### src/inc/fsbr_defines.svh
// constants for the front side bus address request phase block
// assumes a 250 MHz system clock and a bench strobe period of 160 ns
`ifndef FSBR_DEFINES_SVH
`define FSBR_DEFINES_SVH

`define FSBR_CLK_NS        4
`define FSBR_ADSTB_HALF_NS 80
// least time, rounded up to whole cycles
`define FSBR_HALF_CYC      ((`FSBR_ADSTB_HALF_NS + `FSBR_CLK_NS - 1) / `FSBR_CLK_NS)
`define FSBR_ADDR_HI       37
`define FSBR_ADDR_LO       3
`define FSBR_HI_GRP_LO     24
`define FSBR_A20_BIT       20
`define FSBR_REQ_W         5
`define FSBR_PAR_CH        3
`define FSBR_CH_TX         0
`define FSBR_CH_RX1        1
`define FSBR_CH_RX2        2

`endif

### src/inc/fsbr_pkg.sv
// types for the front side bus address request phase block
// assumes fsbr_defines.svh for widths
`include "fsbr_defines.svh"

package fsbr_pkg;

    typedef enum logic [2:0] {
        TX_IDLE,
        TX_SU1,
        TX_HD1,
        TX_SU2,
        TX_HD2
    } fsbr_tx_e;

    typedef logic [`FSBR_ADDR_HI:`FSBR_ADDR_LO] fsbr_addr_t;
    typedef logic [`FSBR_REQ_W-1:0]             fsbr_req_t;

    typedef struct packed {
        logic       a20_s1;
        logic       a20_s2;
        logic       ads_s1;
        logic       ads_s2;
        logic       ads_d;
        logic [1:0] stb_s1;
        logic [1:0] stb_s2;
        logic [1:0] stb_d;
        fsbr_addr_t a_s1;
        fsbr_addr_t a_s2;
        fsbr_req_t  req_s1;
        fsbr_req_t  req_s2;
        logic [1:0] ap_s1;
        logic [1:0] ap_s2;
        fsbr_tx_e   tx;
        logic [7:0] cnt;
        fsbr_addr_t tx_attr;
        fsbr_req_t  tx_req_b;
        fsbr_addr_t a_drv;
        fsbr_req_t  req_drv;
        logic [1:0] ap_drv;
        logic       ads_drv;
        logic [1:0] stb_drv;
        logic       oe_n;
        logic       rx_busy;
        logic [1:0] got_f;
        logic [1:0] got_r;
        logic       fin;
        logic [1:0] ap_rx1;
        logic [1:0] ap_rx2;
        fsbr_addr_t rx_addr;
        fsbr_addr_t rx_attr;
        fsbr_req_t  rx_req_a;
        fsbr_req_t  rx_req_b;
        logic       rx_start;
        logic       rx_valid;
        logic       par_err;
        logic       proto_err;
        logic       a20_mask;
    } fsbr_state_s;

endpackage : fsbr_pkg

### src/inc/fsbr_par_if.sv
// carrier between the request phase block and its parity calculator
// assumes fsbr_defines.svh; groups are asserted-high values
`timescale 1ns/1ps
`default_nettype none
`include "fsbr_defines.svh"

interface fsbr_par_if #(
    parameter int N = `FSBR_PAR_CH
);
    logic [13:0] hi   [N];
    logic [25:0] lo   [N];
    logic        sub2 [N];
    logic [1:0]  ap   [N];

    modport calc (input hi, input lo, input sub2, output ap);
    modport user (output hi, output lo, output sub2, input ap);
endinterface : fsbr_par_if

`default_nettype wire

### src/rtl/fsbr_addr_req.sv
// address request phase of the front side bus, device end
// assumes pins arrive asynchronous to clk_sys; bus pins are active low
`timescale 1ns/1ps
`default_nettype none
`include "fsbr_defines.svh"

module fsbr_addr_req #(
    parameter int HALF_CYC = `FSBR_HALF_CYC
) (
    input  wire  logic                  clk_sys,
    input  wire  logic                  srst,
    input  wire  fsbr_pkg::fsbr_addr_t  addr_lines_n_pin,
    output var   fsbr_pkg::fsbr_addr_t  addr_lines_n_drv,
    output logic                        addr_lines_oe_n,
    input  wire  fsbr_pkg::fsbr_req_t   req_type_n_pin,
    output var   fsbr_pkg::fsbr_req_t   req_type_n_drv,
    output logic                        req_type_oe_n,
    input  wire  logic                  address_valid_strobe_n_pin,
    output logic                        address_valid_strobe_n_drv,
    output logic                        address_valid_strobe_oe_n,
    input  wire  logic [1:0]            addr_source_strobes_n_pin,
    output logic [1:0]                  addr_source_strobes_n_drv,
    output logic                        addr_source_strobes_oe_n,
    input  wire  logic [1:0]            address_parity_pair_n_pin,
    output logic [1:0]                  address_parity_pair_n_drv,
    output logic                        address_parity_pair_oe_n,
    input  wire  logic                  addr_bit20_mask_in_n,
    input  wire  logic                  tx_valid,
    output logic                        tx_ready,
    input  wire  fsbr_pkg::fsbr_addr_t  tx_addr,
    input  wire  fsbr_pkg::fsbr_addr_t  tx_attr,
    input  wire  fsbr_pkg::fsbr_req_t   tx_req_a,
    input  wire  fsbr_pkg::fsbr_req_t   tx_req_b,
    output logic                        rx_start,
    output logic                        rx_valid,
    output var   fsbr_pkg::fsbr_addr_t  rx_addr,
    output var   fsbr_pkg::fsbr_addr_t  rx_attr,
    output var   fsbr_pkg::fsbr_req_t   rx_req_a,
    output var   fsbr_pkg::fsbr_req_t   rx_req_b,
    output logic                        rx_parity_err,
    output logic                        rx_protocol_err,
    output logic                        a20_mask_active
);
    generate
        if (HALF_CYC < 4 || HALF_CYC > 255) begin : g_chk
            $error("HALF_CYC must lie in 4..255");
        end
    endgenerate

    localparam logic [7:0] HALF = 8'(HALF_CYC);

    fsbr_pkg::fsbr_state_s st;
    fsbr_pkg::fsbr_state_s next_st;
    fsbr_pkg::fsbr_addr_t  tx_addr_m;
    fsbr_pkg::fsbr_addr_t  a_now;
    fsbr_pkg::fsbr_req_t   req_now;
    logic [1:0]            stb_fall;
    logic [1:0]            stb_rise;
    logic                  ads_fall;
    logic                  tx_sub2;

    fsbr_par_if #(.N(`FSBR_PAR_CH)) pif ();

    fsbr_parity_calc #(.N(`FSBR_PAR_CH)) u_par (
        .pif (pif.calc)
    );

    ////////////////////////////////////////////////////////////////////////////
    // parity lanes: transmit, received sub-phase 1, received sub-phase 2

    always_comb begin
        tx_addr_m = tx_addr;
        // mask forces bit 20 low before the address leaves
        tx_addr_m[`FSBR_A20_BIT] = tx_addr[`FSBR_A20_BIT] & ~st.a20_mask;
    end

    assign tx_sub2 = (st.tx == fsbr_pkg::TX_HD1);

    always_comb begin
        pif.hi[`FSBR_CH_TX]    = tx_sub2 ? st.tx_attr[`FSBR_ADDR_HI:`FSBR_HI_GRP_LO]
                                         : tx_addr_m[`FSBR_ADDR_HI:`FSBR_HI_GRP_LO];
        pif.lo[`FSBR_CH_TX]    = tx_sub2 ? {st.tx_attr[`FSBR_HI_GRP_LO-1:`FSBR_ADDR_LO],
                                            st.tx_req_b}
                                         : {tx_addr_m[`FSBR_HI_GRP_LO-1:`FSBR_ADDR_LO],
                                            tx_req_a};
        pif.sub2[`FSBR_CH_TX]  = tx_sub2;
        pif.hi[`FSBR_CH_RX1]   = st.rx_addr[`FSBR_ADDR_HI:`FSBR_HI_GRP_LO];
        pif.lo[`FSBR_CH_RX1]   = {st.rx_addr[`FSBR_HI_GRP_LO-1:`FSBR_ADDR_LO], st.rx_req_a};
        pif.sub2[`FSBR_CH_RX1] = 1'b0;
        pif.hi[`FSBR_CH_RX2]   = st.rx_attr[`FSBR_ADDR_HI:`FSBR_HI_GRP_LO];
        pif.lo[`FSBR_CH_RX2]   = {st.rx_attr[`FSBR_HI_GRP_LO-1:`FSBR_ADDR_LO], st.rx_req_b};
        pif.sub2[`FSBR_CH_RX2] = 1'b1;
    end

    ////////////////////////////////////////////////////////////////////////////
    // edge detection on synchronised pins (second stage and its delay only)

    assign stb_fall = st.stb_d & ~st.stb_s2;
    assign stb_rise = ~st.stb_d & st.stb_s2;
    assign ads_fall = st.ads_d & ~st.ads_s2;
    assign a_now    = ~st.a_s2;
    assign req_now  = ~st.req_s2;

    ////////////////////////////////////////////////////////////////////////////
    // next state

    always_comb begin
        next_st = st;
        next_st.a20_s1 = addr_bit20_mask_in_n;
        next_st.a20_s2 = st.a20_s1;
        next_st.ads_s1 = address_valid_strobe_n_pin;
        next_st.ads_s2 = st.ads_s1;
        next_st.ads_d  = st.ads_s2;
        next_st.stb_s1 = addr_source_strobes_n_pin;
        next_st.stb_s2 = st.stb_s1;
        next_st.stb_d  = st.stb_s2;
        next_st.a_s1   = addr_lines_n_pin;
        next_st.a_s2   = st.a_s1;
        next_st.req_s1 = req_type_n_pin;
        next_st.req_s2 = st.req_s1;
        next_st.ap_s1  = address_parity_pair_n_pin;
        next_st.ap_s2  = st.ap_s1;
        // far end keeps the mask steady around target-ready of an io write
        next_st.a20_mask  = ~st.a20_s2;
        next_st.rx_start  = 1'b0;
        next_st.rx_valid  = 1'b0;
        next_st.par_err   = 1'b0;
        next_st.proto_err = 1'b0;
        next_st.fin       = 1'b0;
        next_st.cnt       = st.cnt - 8'h01;

        // transmit sequencer
        unique case (st.tx)
            fsbr_pkg::TX_IDLE: begin
                next_st.cnt = HALF;
                if (tx_valid) begin
                    next_st.tx       = fsbr_pkg::TX_SU1;
                    next_st.tx_attr  = tx_attr;
                    next_st.tx_req_b = tx_req_b;
                    next_st.a_drv    = ~tx_addr_m;
                    next_st.req_drv  = ~tx_req_a;
                    next_st.ap_drv   = pif.ap[`FSBR_CH_TX];
                    next_st.ads_drv  = 1'b0; // strobe with the address
                    next_st.stb_drv  = 2'b11;
                    next_st.oe_n     = 1'b0;
                end
            end
            fsbr_pkg::TX_SU1: begin
                if (st.cnt == 8'h01) begin
                    next_st.tx      = fsbr_pkg::TX_HD1;
                    next_st.cnt     = HALF;
                    next_st.stb_drv = 2'b00; // falling edge carries sub-phase 1
                end
            end
            fsbr_pkg::TX_HD1: begin
                if (st.cnt == 8'h01) begin
                    next_st.tx      = fsbr_pkg::TX_SU2;
                    next_st.cnt     = HALF;
                    next_st.ads_drv = 1'b1;
                    next_st.a_drv   = ~st.tx_attr;
                    next_st.req_drv = ~st.tx_req_b;
                    next_st.ap_drv  = pif.ap[`FSBR_CH_TX];
                end
            end
            fsbr_pkg::TX_SU2: begin
                if (st.cnt == 8'h01) begin
                    next_st.tx      = fsbr_pkg::TX_HD2;
                    next_st.cnt     = HALF;
                    next_st.stb_drv = 2'b11; // rising edge carries sub-phase 2
                end
            end
            fsbr_pkg::TX_HD2: begin
                if (st.cnt == 8'h01) begin
                    next_st.tx   = fsbr_pkg::TX_IDLE;
                    next_st.oe_n = 1'b1;
                end
            end
        endcase

        // receive path; own transactions are not looked at
        if (st.tx == fsbr_pkg::TX_IDLE) begin
            if (ads_fall) begin
                next_st.rx_start  = 1'b1; // new transaction seen
                next_st.proto_err = st.rx_busy;
                next_st.rx_busy   = 1'b1;
                next_st.got_f     = 2'b00;
                next_st.got_r     = 2'b00;
            end else if (|stb_fall && !st.rx_busy) begin
                next_st.proto_err = 1'b1; // strobe without an address strobe
            end
            if (st.rx_busy) begin
                if (stb_fall[0]) begin
                    // strobe 0 group, sub-phase 1
                    next_st.rx_req_a = req_now;
                    next_st.rx_addr[16:3]  = a_now[16:3];
                    next_st.rx_addr[37:36] = a_now[37:36];
                    next_st.ap_rx1 = st.ap_s2;
                    next_st.got_f[0] = 1'b1;
                end
                if (stb_fall[1]) begin
                    next_st.rx_addr[35:17] = a_now[35:17];
                    next_st.got_f[1] = 1'b1;
                end
                if (stb_rise[0] && st.got_f[0]) begin
                    // strobe 0 group, sub-phase 2
                    next_st.rx_req_b = req_now;
                    next_st.rx_attr[16:3]  = a_now[16:3];
                    next_st.rx_attr[37:36] = a_now[37:36];
                    next_st.ap_rx2 = st.ap_s2;
                    next_st.got_r[0] = 1'b1;
                end
                if (stb_rise[1] && st.got_f[1]) begin
                    next_st.rx_attr[35:17] = a_now[35:17];
                    next_st.got_r[1] = 1'b1;
                end
                if ((next_st.got_r == 2'b11) && !ads_fall) begin
                    next_st.rx_busy = 1'b0;
                    next_st.fin     = 1'b1;
                end
            end
        end
        if (st.fin) begin
            next_st.rx_valid = 1'b1;
            // both sub-phases checked against the received parity pair
            next_st.par_err  = (pif.ap[`FSBR_CH_RX1] != st.ap_rx1)
                             | (pif.ap[`FSBR_CH_RX2] != st.ap_rx2);
        end
    end

    ////////////////////////////////////////////////////////////////////////////
    // state register

    always_ff @(posedge clk_sys) begin
        if (srst) begin
            st          <= '0;
            st.ads_s1   <= 1'b1;
            st.ads_s2   <= 1'b1;
            st.ads_d    <= 1'b1;
            st.stb_s1   <= 2'b11;
            st.stb_s2   <= 2'b11;
            st.stb_d    <= 2'b11;
            st.a20_s1   <= 1'b1;
            st.a20_s2   <= 1'b1;
            st.tx       <= fsbr_pkg::TX_IDLE;
            st.a_drv    <= '1;
            st.req_drv  <= '1;
            st.ap_drv   <= 2'b11;
            st.ads_drv  <= 1'b1;
            st.stb_drv  <= 2'b11;
            st.oe_n     <= 1'b1;
        end else begin
            st <= next_st;
        end
    end

    ////////////////////////////////////////////////////////////////////////////
    // outputs

    assign addr_lines_n_drv           = st.a_drv;
    assign addr_lines_oe_n            = st.oe_n;
    assign req_type_n_drv             = st.req_drv;
    assign req_type_oe_n              = st.oe_n;
    assign address_valid_strobe_n_drv = st.ads_drv;
    assign address_valid_strobe_oe_n  = st.oe_n;
    assign addr_source_strobes_n_drv  = st.stb_drv;
    assign addr_source_strobes_oe_n   = st.oe_n;
    assign address_parity_pair_n_drv  = st.ap_drv;
    assign address_parity_pair_oe_n   = st.oe_n;
    assign tx_ready                   = (st.tx == fsbr_pkg::TX_IDLE);
    assign rx_start                   = st.rx_start;
    assign rx_valid                   = st.rx_valid;
    assign rx_addr                    = st.rx_addr;
    assign rx_attr                    = st.rx_attr;
    assign rx_req_a                   = st.rx_req_a;
    assign rx_req_b                   = st.rx_req_b;
    assign rx_parity_err              = st.par_err;
    assign rx_protocol_err            = st.proto_err;
    assign a20_mask_active            = st.a20_mask;

endmodule : fsbr_addr_req

`default_nettype wire

### src/rtl/fsbr_parity_calc.sv
// address parity pair generator, one lane per channel
// assumes asserted-high inputs; outputs are pin levels of the parity pair
`timescale 1ns/1ps
`default_nettype none

module fsbr_parity_calc #(
    parameter int N = 3
) (
    fsbr_par_if.calc pif
);
    generate
        if (N < 1) begin : g_chk
            $error("fsbr_parity_calc needs at least one channel");
        end
        for (genvar i = 0; i < N; i++) begin : g_ch
            logic p_hi;
            logic p_lo;
            // pin high when an even number of covered pins are low
            assign p_hi = ~^pif.hi[i];
            assign p_lo = ~^pif.lo[i];
            // parity bits swap coverage in the second sub-phase
            assign pif.ap[i] = pif.sub2[i] ? {p_hi, p_lo} : {p_lo, p_hi};
        end
    endgenerate
endmodule : fsbr_parity_calc

`default_nettype wire

### config.mk
export PLATFORM = sky130hd
export DESIGN_NAME = fsbr_addr_req
export DESIGN_NICKNAME = d
export VERILOG_FILES = /design/src/inc/fsbr_pkg.sv /design/src/inc/fsbr_par_if.sv /design/src/rtl/fsbr_addr_req.sv /design/src/rtl/fsbr_parity_calc.sv
export VERILOG_INCLUDE_DIRS = /design/src /design/src/inc
export SDC_FILE = /design/constraint.sdc
export NUM_CORES = 1
export LEC_CHECK = 0
export ABC_AREA = 1
export BUFFER_PORTS_ARGS = -buffer_cell sky130_fd_sc_hd__buf_2
export CAP_MARGIN = 25
export CORE_MARGIN = 10
export CORE_UTILIZATION = 55
export DETAILED_ROUTE_END_ITERATION = 12
export HOLD_SLACK_MARGIN = 0.08
export PLACE_DENSITY = 0.77
export SYNTH_ARGS = -nofsm -noshare
export SYNTH_HDL_FRONTEND = slang
export SYNTH_HIERARCHICAL = 1
export SYNTH_SLANG_ARGS = --single-unit
### constraint.sdc
create_clock -name clk_sys -period 2.45 [get_ports clk_sys]
set_input_delay 0.1225 -clock clk_sys [delete_from_list [all_inputs] [get_ports clk_sys]]
set_output_delay 0.1225 -clock clk_sys [all_outputs]
set_load 0.01 [all_outputs]
==> summary.md <==
| Metric | Value |
|---|---|
| Max-slew violation count | 0 |
| Post-Synth XOR/XNOR Area | 4.35% |
| Reg clk slew, reported paths | 0.06 ns |
| Final period util | 92.5% |
| Pin count of the biggest net entering global routing | 144 |
| Fraction of registers with async set/reset | 0% |
| Met3 wire len | 3110 um |
| Register area | 5730 sq um |
| H-tree Lvls | 1 |
| CP arrival | 2.71 ns |
| Vias in the first global route | 11700 |
| Clock root buffer | clkbuf_16 |
| Tot Pwr | 11.1 mW |
| I/O pin total | 265 |
| Routed Antenna Nets | 0 |
| Largest cells by area after synthesis | dfxtp_1, nand2_1, buf_4 |
| Total CTS buffers | 30 |
| Die width | 174 um |
| Gr usage total | 22.0% |
| Drt initial violations | 1027 |
| Area leader, netlist | dfxtp_1 |
| Post-layout min period | 2.27 ns |
| Drt first pass iters | 7 |
| Fillers | 1850 |
| CTS tree | yes |
| Post-route insts no fill | 2428 |
| Mux share of post-synthesis cell area | 0% |
| Die Span Y | 174 um |
| Multi-input gate area | 5250 sq um |
| Final wirelength | 35800 um |
| Post-Route M1 WL | 14300 um |
| Final Hold Slack | 0.0545 ns |
| Final Cell Area | 16000 sq um |
| Initial antenna violation count | 1 |
| Post-synthesis sequential area ratio | 43.7% |
| Initial Utilization | 55.8% |
| Met2 routed WL | 17400 um |
| Adder-cell share of the synthesized area | 0.191% |
| Syn Std Cell Area | 13100 sq um |
| Tightest Hold Check Type | in -> reg |
| GP Congestion | 0.879 |
| Highest routed layer | met4 |
| Post-synth EDFFs | 0 |
| Synthesis-to-layout area growth | 22.5% |
| Top-area cell type share of the netlist area | 43.7% |
| Slew @ Worst Pin | 0.675 ns |
| Placed Instance Area | 13700 sq um |
| First-pass GRT wire length | 56900 um |
| Core Region | 23500 sq um |
| CTS Buffer Depth | 3 |
| Type of the worst setup path | reg -> reg |
| Max-cap check violation count | 0 |
| Final hold violation count | 0 |
| Outcome | completed |
| Later-pin clock latency in the skew report | 0.55 ns |
| Worst-path maximum fanout | 24 |
| CTS Sinks | 286 |
| Layout Skew | 0.0120 ns |
| FMAX | 441 MHz |
| Lkg Pwr | 8.15 nW |
| DR vias | 12000 |
| Peak supply drop | 0.700 mV |
| Cell Pwr Density | 695 nW/um^2 |
| Post-CTS Setup Bufs | 0 |
| Endpoints failing setup | 0 |
| Setup crit end kind | register |
| Mapped Cells | 1848 |
| Synth Area in Simple Gates | 22.9% |
| CP required | 2.90 ns |
| Share of layout cells above drive strength 1 | 18.4% |
| Total negative setup slack | 0 ns |
| Yosys Warn Count | 6 |
| Overflow after GRT | 0 |
| Post-synth cell types | 34 |
| Mapped Avg Cell Area | 7.08 sq um |
| Post-DP HPWL | 23000 um |
| Largest family of logic cells by synthesized area | simple AND/OR/NAND/NOR gates |
| Complex-gate fraction of the synthesized area | 11.7% |
| PortBufs | 264 |
| NumNets Final | 2217 |
| Unrepaired setup endpoints after global routing | false |
| DRC Markers | 0 |
| Cell row count | 56 |
| Setup crit start kind | register |
| Main flop type after synthesis | dfxtp_1 |
| Yosys reg bits | 286 |
| Worst rel slew slack | 55.0% |
| WL/cell | 14.7 um |
| Placed insts | 2258 |
| Via/cell ratio | 4.94 |
| Die Area | 30400 sq um |
[repair_timing]
item | in CTS | in global routing
endpoints found under the setup margin | 0 | 2
hold buffers | 112 | 2
hold endpoints to repair | 116 | 2
gates resized for setup | 0 | 37
[per-stage QoR]
step                util, %  worst slack (ns)
global placement       58.5             0.282
global route           68.3           0.00444
CTS                    67.7             0.114
floorplan                 -             0.415
detailed placement     58.5             0.145
finish                 68.3             0.183
[critical path: stages (launching register included)]
cell and delay, ns:
dfxtp_1 0.32, inv_2 0.12, nand3_4 0.13, clkbuf_16 0.23, o21ai_1 0.27, inv_1 0.10
nand2_1 0.07, nand2_1 0.06, nand2_1 0.07, nand2_1 0.10, inv_1 0.09, nand2_1 0.08
nand3_1 0.08, nand2_1 0.06, nand3_1 0.06, nand2_1 0.08, nand2_1 0.07, nand2_1 0.05
nand2_1 0.06, nand3_1 0.07
[Yosys cell counts, drive strengths merged, types with 2 or more instances]
library cell and number:
dfxtp 286, o21ai 172, a21oi 130, clkbuf 31, ha 2, nand2 492, or2 11, buf 168
inv 236, xnor2 46, nand3 41, conb 2, xor2 19, nor2 207
[metal layers]
metal	track usage (%)	vias to the layer above
li1	-	5989
met1	25.1	5410
met2	39.4	510
met3	5.48	94
met4	7.13	0
met5	0	-
[cells by family after synthesis]
group	after synthesis
other	2
xor gates and xnor gates	65
and+or+nand+nor	753
DFF	286
AOI/OAI and AO/OA	305
buffers and inverters	435
adders and majority gates	2
[sequential cells by signal (all words and copies together) (netlist names)]
register and count:
a20_mask_active 1, addr_lines_n_drv 35, addr_lines_oe_n 1, addr_source_strobes_n_drv 1, address_parity_pair_n_drv 2, address_valid_strobe_n_drv 1, next_st 49, req_type_n_drv 5
rx_addr 35, rx_attr 35, rx_parity_err 1, rx_protocol_err 1, rx_req_a 5, rx_req_b 5, rx_start 1, rx_valid 1
st 107
[power breakdown]
group          total, mW  internal, mW  switching (mW)
sequential          5.02          4.90           0.118
clock               4.65          2.77            1.88
combinational       1.48         0.616           0.862
[layout make-up]
cell class	count	area share (%)
Inverter	236	5.58
Sequential cell	286	35.7
Tap cell	319	2.49
Clock inverter	16	1.09
Multi-Input combinational cell	1131	32.7
Clock buffer	38	5.31
Antenna cell	1	0.0156
Timing Repair Buffer	401	17.1
[placed cells by master (no fill, tap or decap), drive strengths merged, types with 2 or more instances in the layout]
| master | count |
|---|---|
| o21ai | 172 |
| nor2 | 207 |
| ha | 2 |
| conb | 6 |
| dlygate4sd3 | 114 |
| or2 | 11 |
| xor2 | 19 |
| a21oi | 130 |
| nand3 | 41 |
| clkinvlp | 5 |
| buf | 286 |
| clkinv | 9 |
| xnor2 | 46 |
| dfxtp | 286 |
| nand2 | 492 |
| clkbuf | 39 |
| inv | 235 |
| bufinv | 3 |
[path summary, 6_finish.rpt]
path,start,end,slack (ns),cells after the start
setup / recovery,st[191],address_parity_pair_n_drv[1],0.18,19
hold / removal,tx_addr[18],addr_lines_n_drv[18],0.05,6
setup reg to reg,st[191],address_parity_pair_n_drv[1],0.18,19
hold reg to reg,next_st[197],st[197],0.39,2
(Power assumes the default switching activity.)
